## src/logic/pbc_defines.svh

```systemverilog
// register offsets, field positions and constant values of the bridge function config header
`ifndef PBC_DEFINES_SVH
`define PBC_DEFINES_SVH

`define PBC_OFS_CMD_STAT 12'h104
`define PBC_OFS_CLASS_REV 12'h108
`define PBC_OFS_LAT_HDR 12'h10c
`define PBC_OFS_WIN_BASE 12'h110
`define PBC_OFS_INT_ROUTE 12'h13c

`define PBC_BIT_MEM_EN 1
`define PBC_BIT_PAR_RESP 6
`define PBC_BIT_SERR_EN 8
`define PBC_BIT_FAST_B2B 23
`define PBC_BIT_TGT_ABORT 27
`define PBC_BIT_SERR_SIG 30
`define PBC_BIT_PAR_DET 31

`define PBC_SEL_TIMING 2'h1
`define PBC_BASE_CLASS 8'h06
`define PBC_SUB_CLASS 8'h80
`define PBC_PROG_IF 8'h00
`define PBC_HEADER_TYPE 8'h80
`define PBC_INT_PIN 8'h01
`define PBC_WIN_LSB 20

`endif

```

## src/logic/pbc_pkg.sv

```systemverilog
// types shared by the bridge function config header
package pbc_pkg;
  typedef logic [31:0] pbc_word_t;
  typedef logic [11:0] pbc_base_t;
  typedef enum logic [1:0] {PBC_IDLE, PBC_READ_DONE, PBC_WRITE_DONE} pbc_cfg_e;
endpackage

```

## src/logic/pbc_config_space.sv

```systemverilog
// configuration header of the bridge function: command, status, class, base and interrupt words
//
// Contract
// RULE1 - all command bits zero: only config accesses; target abort is not gated by the command bits
// RULE2 - status writes clear bits written one
// RULE3 - memory enable gates window accesses, resets zero
// RULE4 - software keeps memory enable off in slave mode
// RULE5 - parity response zero ignores parity errors
// RULE6 - system error enable gates error output
// RULE7 - unimplemented command bits read zero
// RULE8 - status 16-22 zero, bit 23 one
// RULE9 - select timing field reads constant 01
// RULE10 - master status bits always read zero
// RULE11 - target abort sets sticky status bit
// RULE12 - abort only when arbitrating without bus
// RULE13 - asserted system error sets sticky bit; code also sets it with system error enable off
// RULE14 - detected parity error always sets sticky bit
// RULE15 - class code reads bridge 06 80 00
// RULE16 - revision byte sits in bits 0-7
// RULE17 - header type 80h, other bytes zero
// RULE18 - base low flags read memory, 32-bit, non-prefetch
// RULE19 - base bits 4-19 zero, 20-31 writable
// RULE20 - interrupt line byte is plain storage
// RULE21 - interrupt pin reads 01h
// RULE22 - minimum grant and maximum latency read zero
// RULE23 - claim window only on base match and enable
`timescale 1ns/1ps
`include "pbc_defines.svh"

module pbc_config_space
  import pbc_pkg::*;
#(
  parameter logic [7:0] REVISION_ID = 8'h5a // arbitrary value
) (
  input wire logic mclk_i,
  input wire logic reset_i,
  // configuration access port
  input wire logic cfg_rd_i,
  input wire logic cfg_wr_i,
  input wire logic [11:0] cfg_addr_i,
  input wire logic [31:0] cfg_wdata_i,
  input wire logic [3:0] cfg_be_i,
  output logic [31:0] cfg_rdata_o,
  output logic cfg_ack_o,
  // memory cycle address for window decode
  input wire logic mem_req_i,
  input wire logic [31:0] mem_addr_i,
  output logic mem_claim_o,
  // events from the target engine
  input wire logic par_err_i,
  input wire logic abort_req_i,
  input wire logic arb_mode_i,
  input wire logic bus_held_i,
  // error, bus state and interrupt line outputs
  output logic serr_n_o,
  output logic target_abort_o,
  output logic mem_enable_o,
  output logic bus_connected_o,
  output logic [7:0] int_line_o
);

  // ========================================
  // state
  logic mem_en_q, mem_en_d;
  logic par_resp_q, par_resp_d;
  logic serr_en_q, serr_en_d;
  logic tgt_abort_q, tgt_abort_d;
  logic serr_sig_q, serr_sig_d;
  logic par_det_q, par_det_d;
  pbc_base_t base_q, base_d;
  logic [7:0] int_line_q, int_line_d;
  pbc_word_t rdata_q, rdata_d;
  logic ack_q, ack_d;
  logic claim_q, claim_d;
  logic serr_n_q, serr_n_d;
  logic abort_q, abort_d;
  pbc_cfg_e cfg_q, cfg_d;
  logic conn_q, conn_d;

  // byte-lane merge of an incoming write
  function automatic pbc_word_t merge_be(input pbc_word_t old_v, input pbc_word_t new_v, input logic [3:0] be);
    pbc_word_t r;
    r = old_v;
    for (int i = 0; i < 4; i++) begin
      if (be[i]) begin
        r[i*8 +: 8] = new_v[i*8 +: 8];
      end
    end
    return r;
  endfunction

  // ========================================
  // register read images
  pbc_word_t cmd_stat_w, class_w, lat_w, base_w, intr_w;

  // assemble constant and stored fields
  always_comb begin
    cmd_stat_w = 32'h0; // see RULE7 see RULE10
    cmd_stat_w[`PBC_BIT_MEM_EN] = mem_en_q;
    cmd_stat_w[`PBC_BIT_PAR_RESP] = par_resp_q;
    cmd_stat_w[`PBC_BIT_SERR_EN] = serr_en_q;
    cmd_stat_w[`PBC_BIT_FAST_B2B] = 1'b1; // see RULE8
    cmd_stat_w[26:25] = `PBC_SEL_TIMING; // see RULE9
    cmd_stat_w[`PBC_BIT_TGT_ABORT] = tgt_abort_q;
    cmd_stat_w[`PBC_BIT_SERR_SIG] = serr_sig_q;
    cmd_stat_w[`PBC_BIT_PAR_DET] = par_det_q;
    class_w = {`PBC_BASE_CLASS, `PBC_SUB_CLASS, `PBC_PROG_IF, REVISION_ID}; // see RULE15 see RULE16
    lat_w = {8'h00, `PBC_HEADER_TYPE, 16'h0000}; // see RULE17
    base_w = {base_q, 20'h00000}; // see RULE18 see RULE19
    intr_w = {16'h0000, `PBC_INT_PIN, int_line_q}; // see RULE21 see RULE22
  end

  // ========================================
  // next-state logic
  logic wr_cmd, wr_base, wr_int, serr_fire, abort_ok;
  pbc_word_t mrg;

  always_comb begin
    mem_en_d = mem_en_q;
    par_resp_d = par_resp_q;
    serr_en_d = serr_en_q;
    base_d = base_q;
    int_line_d = int_line_q;
    rdata_d = rdata_q;
    ack_d = 1'b0;
    cfg_d = PBC_IDLE;
    mrg = 32'h0;
    wr_cmd = cfg_wr_i && (cfg_addr_i == `PBC_OFS_CMD_STAT);
    wr_base = cfg_wr_i && (cfg_addr_i == `PBC_OFS_WIN_BASE);
    wr_int = cfg_wr_i && (cfg_addr_i == `PBC_OFS_INT_ROUTE);
    // abort allowed only when arbitrating and bus not held
    abort_ok = abort_req_i && arb_mode_i && !bus_held_i; // see RULE12
    // system error raised on an acted-upon parity error
    serr_fire = par_err_i && par_resp_q;
    if (wr_cmd) begin
      mrg = merge_be(cmd_stat_w, cfg_wdata_i, cfg_be_i);
      mem_en_d = mrg[`PBC_BIT_MEM_EN]; // see RULE3
      par_resp_d = mrg[`PBC_BIT_PAR_RESP]; // see RULE5
      serr_en_d = mrg[`PBC_BIT_SERR_EN]; // see RULE6
    end
    if (wr_base) begin
      mrg = merge_be(base_w, cfg_wdata_i, cfg_be_i);
      base_d = mrg[31:`PBC_WIN_LSB]; // see RULE19
    end
    if (wr_int && cfg_be_i[0]) begin
      int_line_d = cfg_wdata_i[7:0]; // see RULE20
    end
    // sticky status: set wins over write-one clear
    tgt_abort_d = abort_ok | (tgt_abort_q & ~(wr_cmd & cfg_be_i[3] & cfg_wdata_i[`PBC_BIT_TGT_ABORT])); // see RULE2 see RULE11
    serr_sig_d = serr_fire | (serr_sig_q & ~(wr_cmd & cfg_be_i[3] & cfg_wdata_i[`PBC_BIT_SERR_SIG])); // see RULE13
    par_det_d = par_err_i | (par_det_q & ~(wr_cmd & cfg_be_i[3] & cfg_wdata_i[`PBC_BIT_PAR_DET])); // see RULE14
    if (cfg_rd_i) begin
      ack_d = 1'b1;
      cfg_d = PBC_READ_DONE;
      case (cfg_addr_i)
        `PBC_OFS_CMD_STAT: rdata_d = cmd_stat_w;
        `PBC_OFS_CLASS_REV: rdata_d = class_w;
        `PBC_OFS_LAT_HDR: rdata_d = lat_w;
        `PBC_OFS_WIN_BASE: rdata_d = base_w;
        `PBC_OFS_INT_ROUTE: rdata_d = intr_w;
        default: rdata_d = 32'h0;
      endcase
    end else if (cfg_wr_i) begin
      ack_d = 1'b1;
      cfg_d = PBC_WRITE_DONE;
    end
    // window claim needs enable and base match
    claim_d = mem_req_i && mem_en_q && (mem_addr_i[31:`PBC_WIN_LSB] == base_q); // see RULE1 see RULE3 see RULE23
    serr_n_d = ~(serr_fire && serr_en_q); // see RULE6
    abort_d = abort_ok;
    // connected while any writable command bit is set
    conn_d = mem_en_d | par_resp_d | serr_en_d; // see RULE1
  end

  // registers
  always_ff @(posedge mclk_i) begin
    if (reset_i) begin
      mem_en_q <= 1'b0;
      par_resp_q <= 1'b0;
      serr_en_q <= 1'b0;
      tgt_abort_q <= 1'b0;
      serr_sig_q <= 1'b0;
      par_det_q <= 1'b0;
      base_q <= 12'h000;
      int_line_q <= 8'h00;
      rdata_q <= 32'h0;
      ack_q <= 1'b0;
      claim_q <= 1'b0;
      serr_n_q <= 1'b1;
      abort_q <= 1'b0;
      cfg_q <= PBC_IDLE;
      conn_q <= 1'b0;
    end else begin
      mem_en_q <= mem_en_d;
      par_resp_q <= par_resp_d;
      serr_en_q <= serr_en_d;
      tgt_abort_q <= tgt_abort_d;
      serr_sig_q <= serr_sig_d;
      par_det_q <= par_det_d;
      base_q <= base_d;
      int_line_q <= int_line_d;
      rdata_q <= rdata_d;
      ack_q <= ack_d;
      claim_q <= claim_d;
      serr_n_q <= serr_n_d;
      abort_q <= abort_d;
      cfg_q <= cfg_d;
      conn_q <= conn_d;
    end
  end

  assign cfg_rdata_o = rdata_q;
  assign cfg_ack_o = ack_q;
  assign mem_claim_o = claim_q;
  assign serr_n_o = serr_n_q;
  assign target_abort_o = abort_q;
  assign mem_enable_o = mem_en_q;
  // disconnected when the whole command word is zero
  assign bus_connected_o = conn_q; // see RULE1
  assign int_line_o = int_line_q;

  // ========================================
  // assertions
  a_claim_needs_enable: assert property (@(posedge mclk_i) disable iff (reset_i) // see RULE23
    mem_claim_o |-> $past(mem_en_q) && ($past(mem_addr_i[31:20]) == $past(base_q)))
    else $error("window claimed without enable or base match");
  a_serr_gated: assert property (@(posedge mclk_i) disable iff (reset_i) // see RULE6
    !serr_n_o |-> $past(serr_en_q))
    else $error("system error driven while disabled");
  a_serr_sets_status: assert property (@(posedge mclk_i) disable iff (reset_i) // see RULE13
    !serr_n_o |-> serr_sig_q)
    else $error("system error without status bit");
  a_parity_sticky: assert property (@(posedge mclk_i) disable iff (reset_i) // see RULE14
    par_err_i |=> par_det_q)
    else $error("parity error not recorded");
  a_abort_sticky: assert property (@(posedge mclk_i) disable iff (reset_i) // see RULE11
    target_abort_o |-> tgt_abort_q)
    else $error("target abort not recorded");
  a_abort_cond: assert property (@(posedge mclk_i) disable iff (reset_i) // see RULE12
    target_abort_o |-> $past(arb_mode_i) && !$past(bus_held_i))
    else $error("abort outside arbitration mode");
  a_status_hold: assert property (@(posedge mclk_i) disable iff (reset_i) // see RULE2
    par_det_q && !par_err_i && !(cfg_wr_i && cfg_addr_i == 12'h104 && cfg_be_i[3] && cfg_wdata_i[31]) |=> par_det_q)
    else $error("status bit lost without clear");
  a_const_status: assert property (@(posedge mclk_i) disable iff (reset_i) // see RULE9
    cfg_rd_i && cfg_addr_i == 12'h104 |=> cfg_rdata_o[26:23] == 4'h5 && cfg_rdata_o[29:28] == 2'h0)
    else $error("constant status bits wrong");
  a_class_read: assert property (@(posedge mclk_i) disable iff (reset_i) // see RULE15
    cfg_rd_i && cfg_addr_i == 12'h108 |=> cfg_rdata_o[31:8] == 24'h068000)
    else $error("class code wrong");
  a_base_low_zero: assert property (@(posedge mclk_i) disable iff (reset_i) // see RULE19
    cfg_rd_i && cfg_addr_i == 12'h110 |=> cfg_rdata_o[19:0] == 20'h0)
    else $error("base low bits not zero");

  // configuration answers and constant fields
  a_ack_follows: assert property (@(posedge mclk_i) disable iff (reset_i) // see RULE1
    (cfg_rd_i || cfg_wr_i) |=> cfg_ack_o && cfg_q != PBC_IDLE)
    else $error("configuration access not answered");
  a_cmd_const: assert property (@(posedge mclk_i) disable iff (reset_i) // see RULE7
    cfg_rd_i && cfg_addr_i == `PBC_OFS_CMD_STAT |=> cfg_rdata_o[15:9] == 7'h00 && cfg_rdata_o[7] == 1'b0
    && cfg_rdata_o[5:2] == 4'h0 && cfg_rdata_o[0] == 1'b0)
    else $error("read-only command bits not zero");
  a_status_low_zero: assert property (@(posedge mclk_i) disable iff (reset_i) // see RULE8
    cfg_rd_i && cfg_addr_i == `PBC_OFS_CMD_STAT |=> cfg_rdata_o[22:16] == 7'h00 && cfg_rdata_o[23] == 1'b1)
    else $error("low status bits wrong");
  a_revision_read: assert property (@(posedge mclk_i) disable iff (reset_i) // see RULE16
    cfg_rd_i && cfg_addr_i == `PBC_OFS_CLASS_REV |=> cfg_rdata_o[7:0] == REVISION_ID && cfg_rdata_o[15:8] == 8'h00)
    else $error("revision byte wrong");
  a_header_read: assert property (@(posedge mclk_i) disable iff (reset_i) // see RULE17
    cfg_rd_i && cfg_addr_i == `PBC_OFS_LAT_HDR |=> cfg_rdata_o == 32'h0080_0000)
    else $error("header word wrong");
  a_int_const: assert property (@(posedge mclk_i) disable iff (reset_i) // see RULE21 see RULE22
    cfg_rd_i && cfg_addr_i == `PBC_OFS_INT_ROUTE |=> cfg_rdata_o[31:8] == 24'h00_0001)
    else $error("interrupt pin or grant bytes wrong");

  // stored fields
  a_base_write: assert property (@(posedge mclk_i) disable iff (reset_i) // see RULE19
    cfg_wr_i && cfg_addr_i == `PBC_OFS_WIN_BASE && cfg_be_i == 4'hf |=> base_q == $past(cfg_wdata_i[31:20]))
    else $error("window base not stored");
  a_int_line_store: assert property (@(posedge mclk_i) disable iff (reset_i) // see RULE20
    cfg_wr_i && cfg_addr_i == `PBC_OFS_INT_ROUTE && cfg_be_i[0] |=> int_line_o == $past(cfg_wdata_i[7:0]))
    else $error("interrupt line not stored");

  // gating by the command word
  a_claim_off: assert property (@(posedge mclk_i) disable iff (reset_i) // see RULE3
    !mem_enable_o |=> !mem_claim_o)
    else $error("window claimed with memory space off");
  a_disconnect_idle: assert property (@(posedge mclk_i) disable iff (reset_i) // see RULE1
    !bus_connected_o |=> serr_n_o && !mem_claim_o)
    else $error("bus activity while disconnected");
  a_parity_ignored: assert property (@(posedge mclk_i) disable iff (reset_i) // see RULE5
    par_err_i && !par_resp_q |=> serr_n_o)
    else $error("parity error acted on while ignored");

  // sticky status bits
  a_abort_hold: assert property (@(posedge mclk_i) disable iff (reset_i) // see RULE11
    tgt_abort_q && !(cfg_wr_i && cfg_addr_i == `PBC_OFS_CMD_STAT && cfg_be_i[3] && cfg_wdata_i[`PBC_BIT_TGT_ABORT])
    |=> tgt_abort_q)
    else $error("abort status lost without clear");
  a_serr_hold: assert property (@(posedge mclk_i) disable iff (reset_i) // see RULE13
    serr_sig_q && !(cfg_wr_i && cfg_addr_i == `PBC_OFS_CMD_STAT && cfg_be_i[3] && cfg_wdata_i[`PBC_BIT_SERR_SIG])
    |=> serr_sig_q)
    else $error("system error status lost without clear");

  // main scenarios
  c_claim: cover property (@(posedge mclk_i) disable iff (reset_i) mem_claim_o);
  c_abort: cover property (@(posedge mclk_i) disable iff (reset_i) target_abort_o);
  c_serr: cover property (@(posedge mclk_i) disable iff (reset_i) !serr_n_o);
  c_clear: cover property (@(posedge mclk_i) disable iff (reset_i) par_det_q ##1 !par_det_q);
  c_read_done: cover property (@(posedge mclk_i) disable iff (reset_i) cfg_q == PBC_READ_DONE);

endmodule

```

## config.mk

```make
export PLATFORM = sky130hd
export DESIGN_NAME = pbc_config_space
export DESIGN_NICKNAME = d
export VERILOG_FILES = /design/src/logic/pbc_pkg.sv /design/src/logic/pbc_config_space.sv
export VERILOG_INCLUDE_DIRS = /design/src /design/src/logic
export SDC_FILE = /design/constraint.sdc
export NUM_CORES = 1
export LEC_CHECK = 0
export BUFFER_PORTS_ARGS = -buffer_cell sky130_fd_sc_hd__buf_4
export CAP_MARGIN = 10
export CORE_MARGIN = 5
export CORE_UTILIZATION = 47
export DETAILED_ROUTE_END_ITERATION = 7
export PLACE_DENSITY = 0.85
export SLEW_MARGIN = 20
export SYNTH_ARGS = -nofsm -noshare
export SYNTH_HDL_FRONTEND = slang
export SYNTH_SLANG_ARGS = --single-unit
```

## constraint.sdc

```tcl
create_clock -name mclk_i -period 3.58 [get_ports mclk_i]
set_input_delay 0.537 -clock mclk_i [delete_from_list [all_inputs] [get_ports mclk_i]]
set_output_delay 0.537 -clock mclk_i [all_outputs]
set_load 0.02 [all_outputs]
```

---- Word-level counts from Yosys, hierarchy flattened ----
Cells that the tools add are included.
storage, ports and cells
  register bits ........................... 63
  output and inout port bits .............. 46
operators by class
  equal/unequal tests ..................... 6
  multiplexer cells ....................... 8
  bitwise logic cells ..................... 16
  reductions and logical operators ........ 13
operators with widths
  cell                                                   count
  one-hot mux 32 bit (5 select lines)                    1
  equality test 12 x 9 -> 1 bit (second input constant)  5
  equality test 12 bit                                   1
  logical AND 1 bit                                      10
  bitwise AND 1 bit                                      7
  2-to-1 mux 7 bit                                       1
  2-to-1 mux 1 bit                                       6
  OR 1 bit                                               5
  inverter 1 bit                                         4
  AND reduction 2 bit                                    2
  logical NOT 1 bit                                      1

---- Logic depth before layout (Yosys ltp) ----
  word-level depth ........................ 7
  depth in mapped cells ................... 6
  depth with buffers taken out ............ 4

---- Worst setup path before layout ----
No wires, ideal clock.
  path kind ............................... input port to flip-flop
  start point ............................. in cfg_addr_i[1]
  end point ............................... reg int_line_q[0] (netlist: int_line_o[0])
  data arrival time ....................... 2.035 ns
  data required time ...................... 3.452 ns
  slack ................................... 1.417 ns
  stages .................................. 5
  path buffers ............................ 1
  path through ............................ or4_4 -> buf_6 -> nor4_4 -> mux2i_1 -> nor2_1
on the way
  longest elaborated chain between the ends .. 3
RTL lines
  what                           line                     RTL
  start, declared                pbc_config_space.sv:40   input wire logic [11:0] cfg_addr_i,
  equality test 12 x 9 -> 1 bit  --
  logical AND 1 bit              pbc_config_space.sv:130  wr_int = cfg_wr_i && (cfg_addr_i == `PBC_OFS_INT_ROUTE);
  logical AND 1 bit              pbc_config_space.sv:145  if (wr_int && cfg_be_i[0]) begin
  end signal, assigned           pbc_config_space.sv:201  int_line_q <= int_line_d;
  end, declared                  pbc_config_space.sv:71   logic [7:0] int_line_q, int_line_d;
Every way passes these cells.
A chain may end at the register's enable or synchronous reset.

---- Worst setup path in the final report ----
  start point ............................. in cfg_addr_i[9]
  end point ............................... reg int_line_q[3] (netlist: int_line_o[3])
Same word-level chain as after synthesis.

==> results by group <==
Synth
  – Register area share after synthesis: 0.4430
  – Cells after synthesis: about 250
  – Count of different cell masters after synthesis: a little over 40
  – Register bit total from synthesis: between 50 and 60
  – Count leader, synth: dfxtp_1
  – Ys Warns: 0
  – Async set-reset flop share out of synthesis: 0
  – Largest cells by area after synthesis: dfxtp_1, mux2i_1, nor2_1, xnor2_1, buf_4
  – Syn_area_per_cell: just over 9 um2
  – Ys flop type: dfxtp_1
  – Most frequent cells after synthesis: dfxtp_1, nor2_1, mux2i_1, nand2_1, xnor2_1
  – Post-synth EDFFs: 0
  – Synth top area share: 0.4430
  – Leading area contributor after synthesis: dfxtp_1
  – Post-Syn Area: between 0.002 and 0.0025 mm2

Routing
  – Drt drc: 0
  – DRT Pass-1 Iters: 4
  – Routed vias/inst: roughly 5.2
  – Wire per inst: ~15 um
  – Post-route ant nets: 0
  – Post-Route WL: 6207 um
  – Vias: 2111
  – DRT iter0 DRCs: between 150 and 200

Timing
  – Unrepaired setup endpoints after global routing: false
  – Final Skew: roughly 8.4 ps
  – Setup violations, final: 0
  – Hold Vio Cnt, Final: 0
  – Crit share post-route: 0.6006
  – Slew headroom: 0.3530
  – Tightest Pin Transition: roughly 960 ps
  – Setup TNS: 0 ps
  – Min cycle time layout: around 2200 ps
  – Fmax: between 400 and 500 MHz
  – Final setup margin: between 1000 and 1500 ps
  – Final max-slew violation count: 0

Clock tree
  – Root buffer cell: clkbuf_8
  – Clock transition at the registers of the reported paths: approximately 90 ps
  – Post-CTS setup buffer count: 0
  – CTS tree: built
  – Post-cts sizing count: 0
  – Post-CTS Hold Buffers: 0
  – Worst-Skew Late Latency: 310 ps
  – Htree depth: 2
  – # clock sinks: 52
  – Clk buf depth: 2
  – CTS Buf Count: 5

Cells and area
  – Area delta synth->final: 33.60%
  – Nets@finish: between 400 and 500
  – Ant. Diodes: 0
  – Share of cells above drive strength 1: 0.3246

Global route
  – Met3 GRT Util: 0.06278
  – Vias in the first global route: 2188
  – GR Layer Usage met2: 0.3377
  – Largest net degree at the start of global routing: 36
  – Met1 Usage GRT: 0.2443
  – GRT busiest layer: met2
  – Initial antenna violation count: 0
  – Grt total ovfl: 0
  – Total GRT Usage: 0.2011
  – First-pass GRT wire length: between 10000 and 15000 um

Place
  – DP Worst Slack: 1109 ps
  – IO buf count: between 90 and 100
  – RePlAce Congestion: 0.8989
  – DP HPWL: 4892 um

Power
  – Max VDD drop: 0.2227 mV
  – LEAKAGE: around 1.4 nW
  – Pwr dens: about 330 mW/mm2

Critical path
  – CP Launch Type: input pin
  – Setup slack, reg-to-reg: approximately 2500 ps
  – Endpoint class of the critical path: register
  – CP Class: in2reg
  – CP arrival: 2340 ps
  – CP required: roughly 3800 ps
  – Max FO, Critical Path: 8
  – Reg2Reg Depth: 3

Die
  – FP Rows: 25
  – # IOs: about 140
  – Die height: slightly above 80 um
  – Die area: approximately 0.0065 mm2
  – Core area: 0.004786 mm2
  – Initial core utilization: 0.4910
  – Die W: a little over 80 um

Worst hold path
  – Hold WC Path Type: in2reg
  – Hold depth: 2

Run
  – Max cap viols: 0

Run status
  – Outcome: completed
layer usage:
metal  vias to the layer above  part of all wire
li1                       1053                 -
met1                       979              0.40
met2                        73              0.49
met3                         6             0.095
met4                         0             0.014
met5                         -                 0
path summary, 6_finish.rpt:
kind                         from               to
setup reg to reg        base_q[6]      mem_claim_o
hold reg to reg   cfg_rdata_o[31]  cfg_rdata_o[31]
setup / recovery    cfg_addr_i[9]    int_line_o[3]
hold / removal         bus_held_i   target_abort_o
worst max-delay path, cell delays in order:
cell and delay, ps:
buf_4 110, or4b_1 650, nor4_4 700, mux2i_1 270, nor2_1 60
sequential cells by signal, summed over array words and instances (netlist names):
| register | flops |
|---|---|
| par_det_q | 1 |
| cfg_rdata_o | 21 |
| tgt_abort_q | 1 |
| base_q | 12 |
| serr_n_o | 1 |
| int_line_o | 8 |
| bus_connected_o | 1 |
| target_abort_o | 1 |
| cfg_ack_o | 1 |
| par_resp_q | 1 |
| serr_en_q | 1 |
| serr_sig_q | 1 |
| mem_claim_o | 1 |
| mem_enable_o | 1 |
layout make-up:
type	count	area (um2)
clock inverter	3	22.52
tap	67	83.83
fill	417	1647
inverter	3	11.26
multi-input combinational	184	1199
timing repair buffer	95	713.2
sequential	52	1041
clock buffer	5	68.82
metrics by stage:
stage               hold WS [ps]  cells  instance area, um2  power, mW    util
floorplan                  418.5    262                2387     0.6550       -
global placement           437.3    401                3048     0.7074  0.6369
detailed placement         443.8    401                3048     0.7092  0.6369
CTS                        411.1    409                3139      1.042  0.6559
global route               402.3    409                3139      1.082  0.6559
finish                     414.3    409                3139      1.033  0.6559
cells in the final DEF (no fill, tap or decap), types with 8 or more instances in the layout:
cell     count
nor2_1      31
mux2i_1     22
nand2_1     15
conb_1      11
nand3_1      9
a21oi_1     10
xnor2_1     12
nand4_1      8
dfxtp_1     52
a22o_1       8
buf_4       95
power by group:
part,internal (mW),switching (mW),total [mW]
sequential,0.580,0.000973,0.581
clock,0.140,0.196,0.337
combinational,0.0576,0.0572,0.115
cell families after synthesis:
kind of cell              count (synthesis)  share of synthesized area
AOI/OAI and AO/OA                        41                     0.1188
xor gates and xnor gates                 12                    0.04473
buffers and inverters                    26                    0.06283
DFF                                      52                     0.4430
muxes                                    23                    0.09851
other                                     1                   0.001596
and+or+nand+nor                          97                     0.2306
Power figures use the tool's default switching activity.
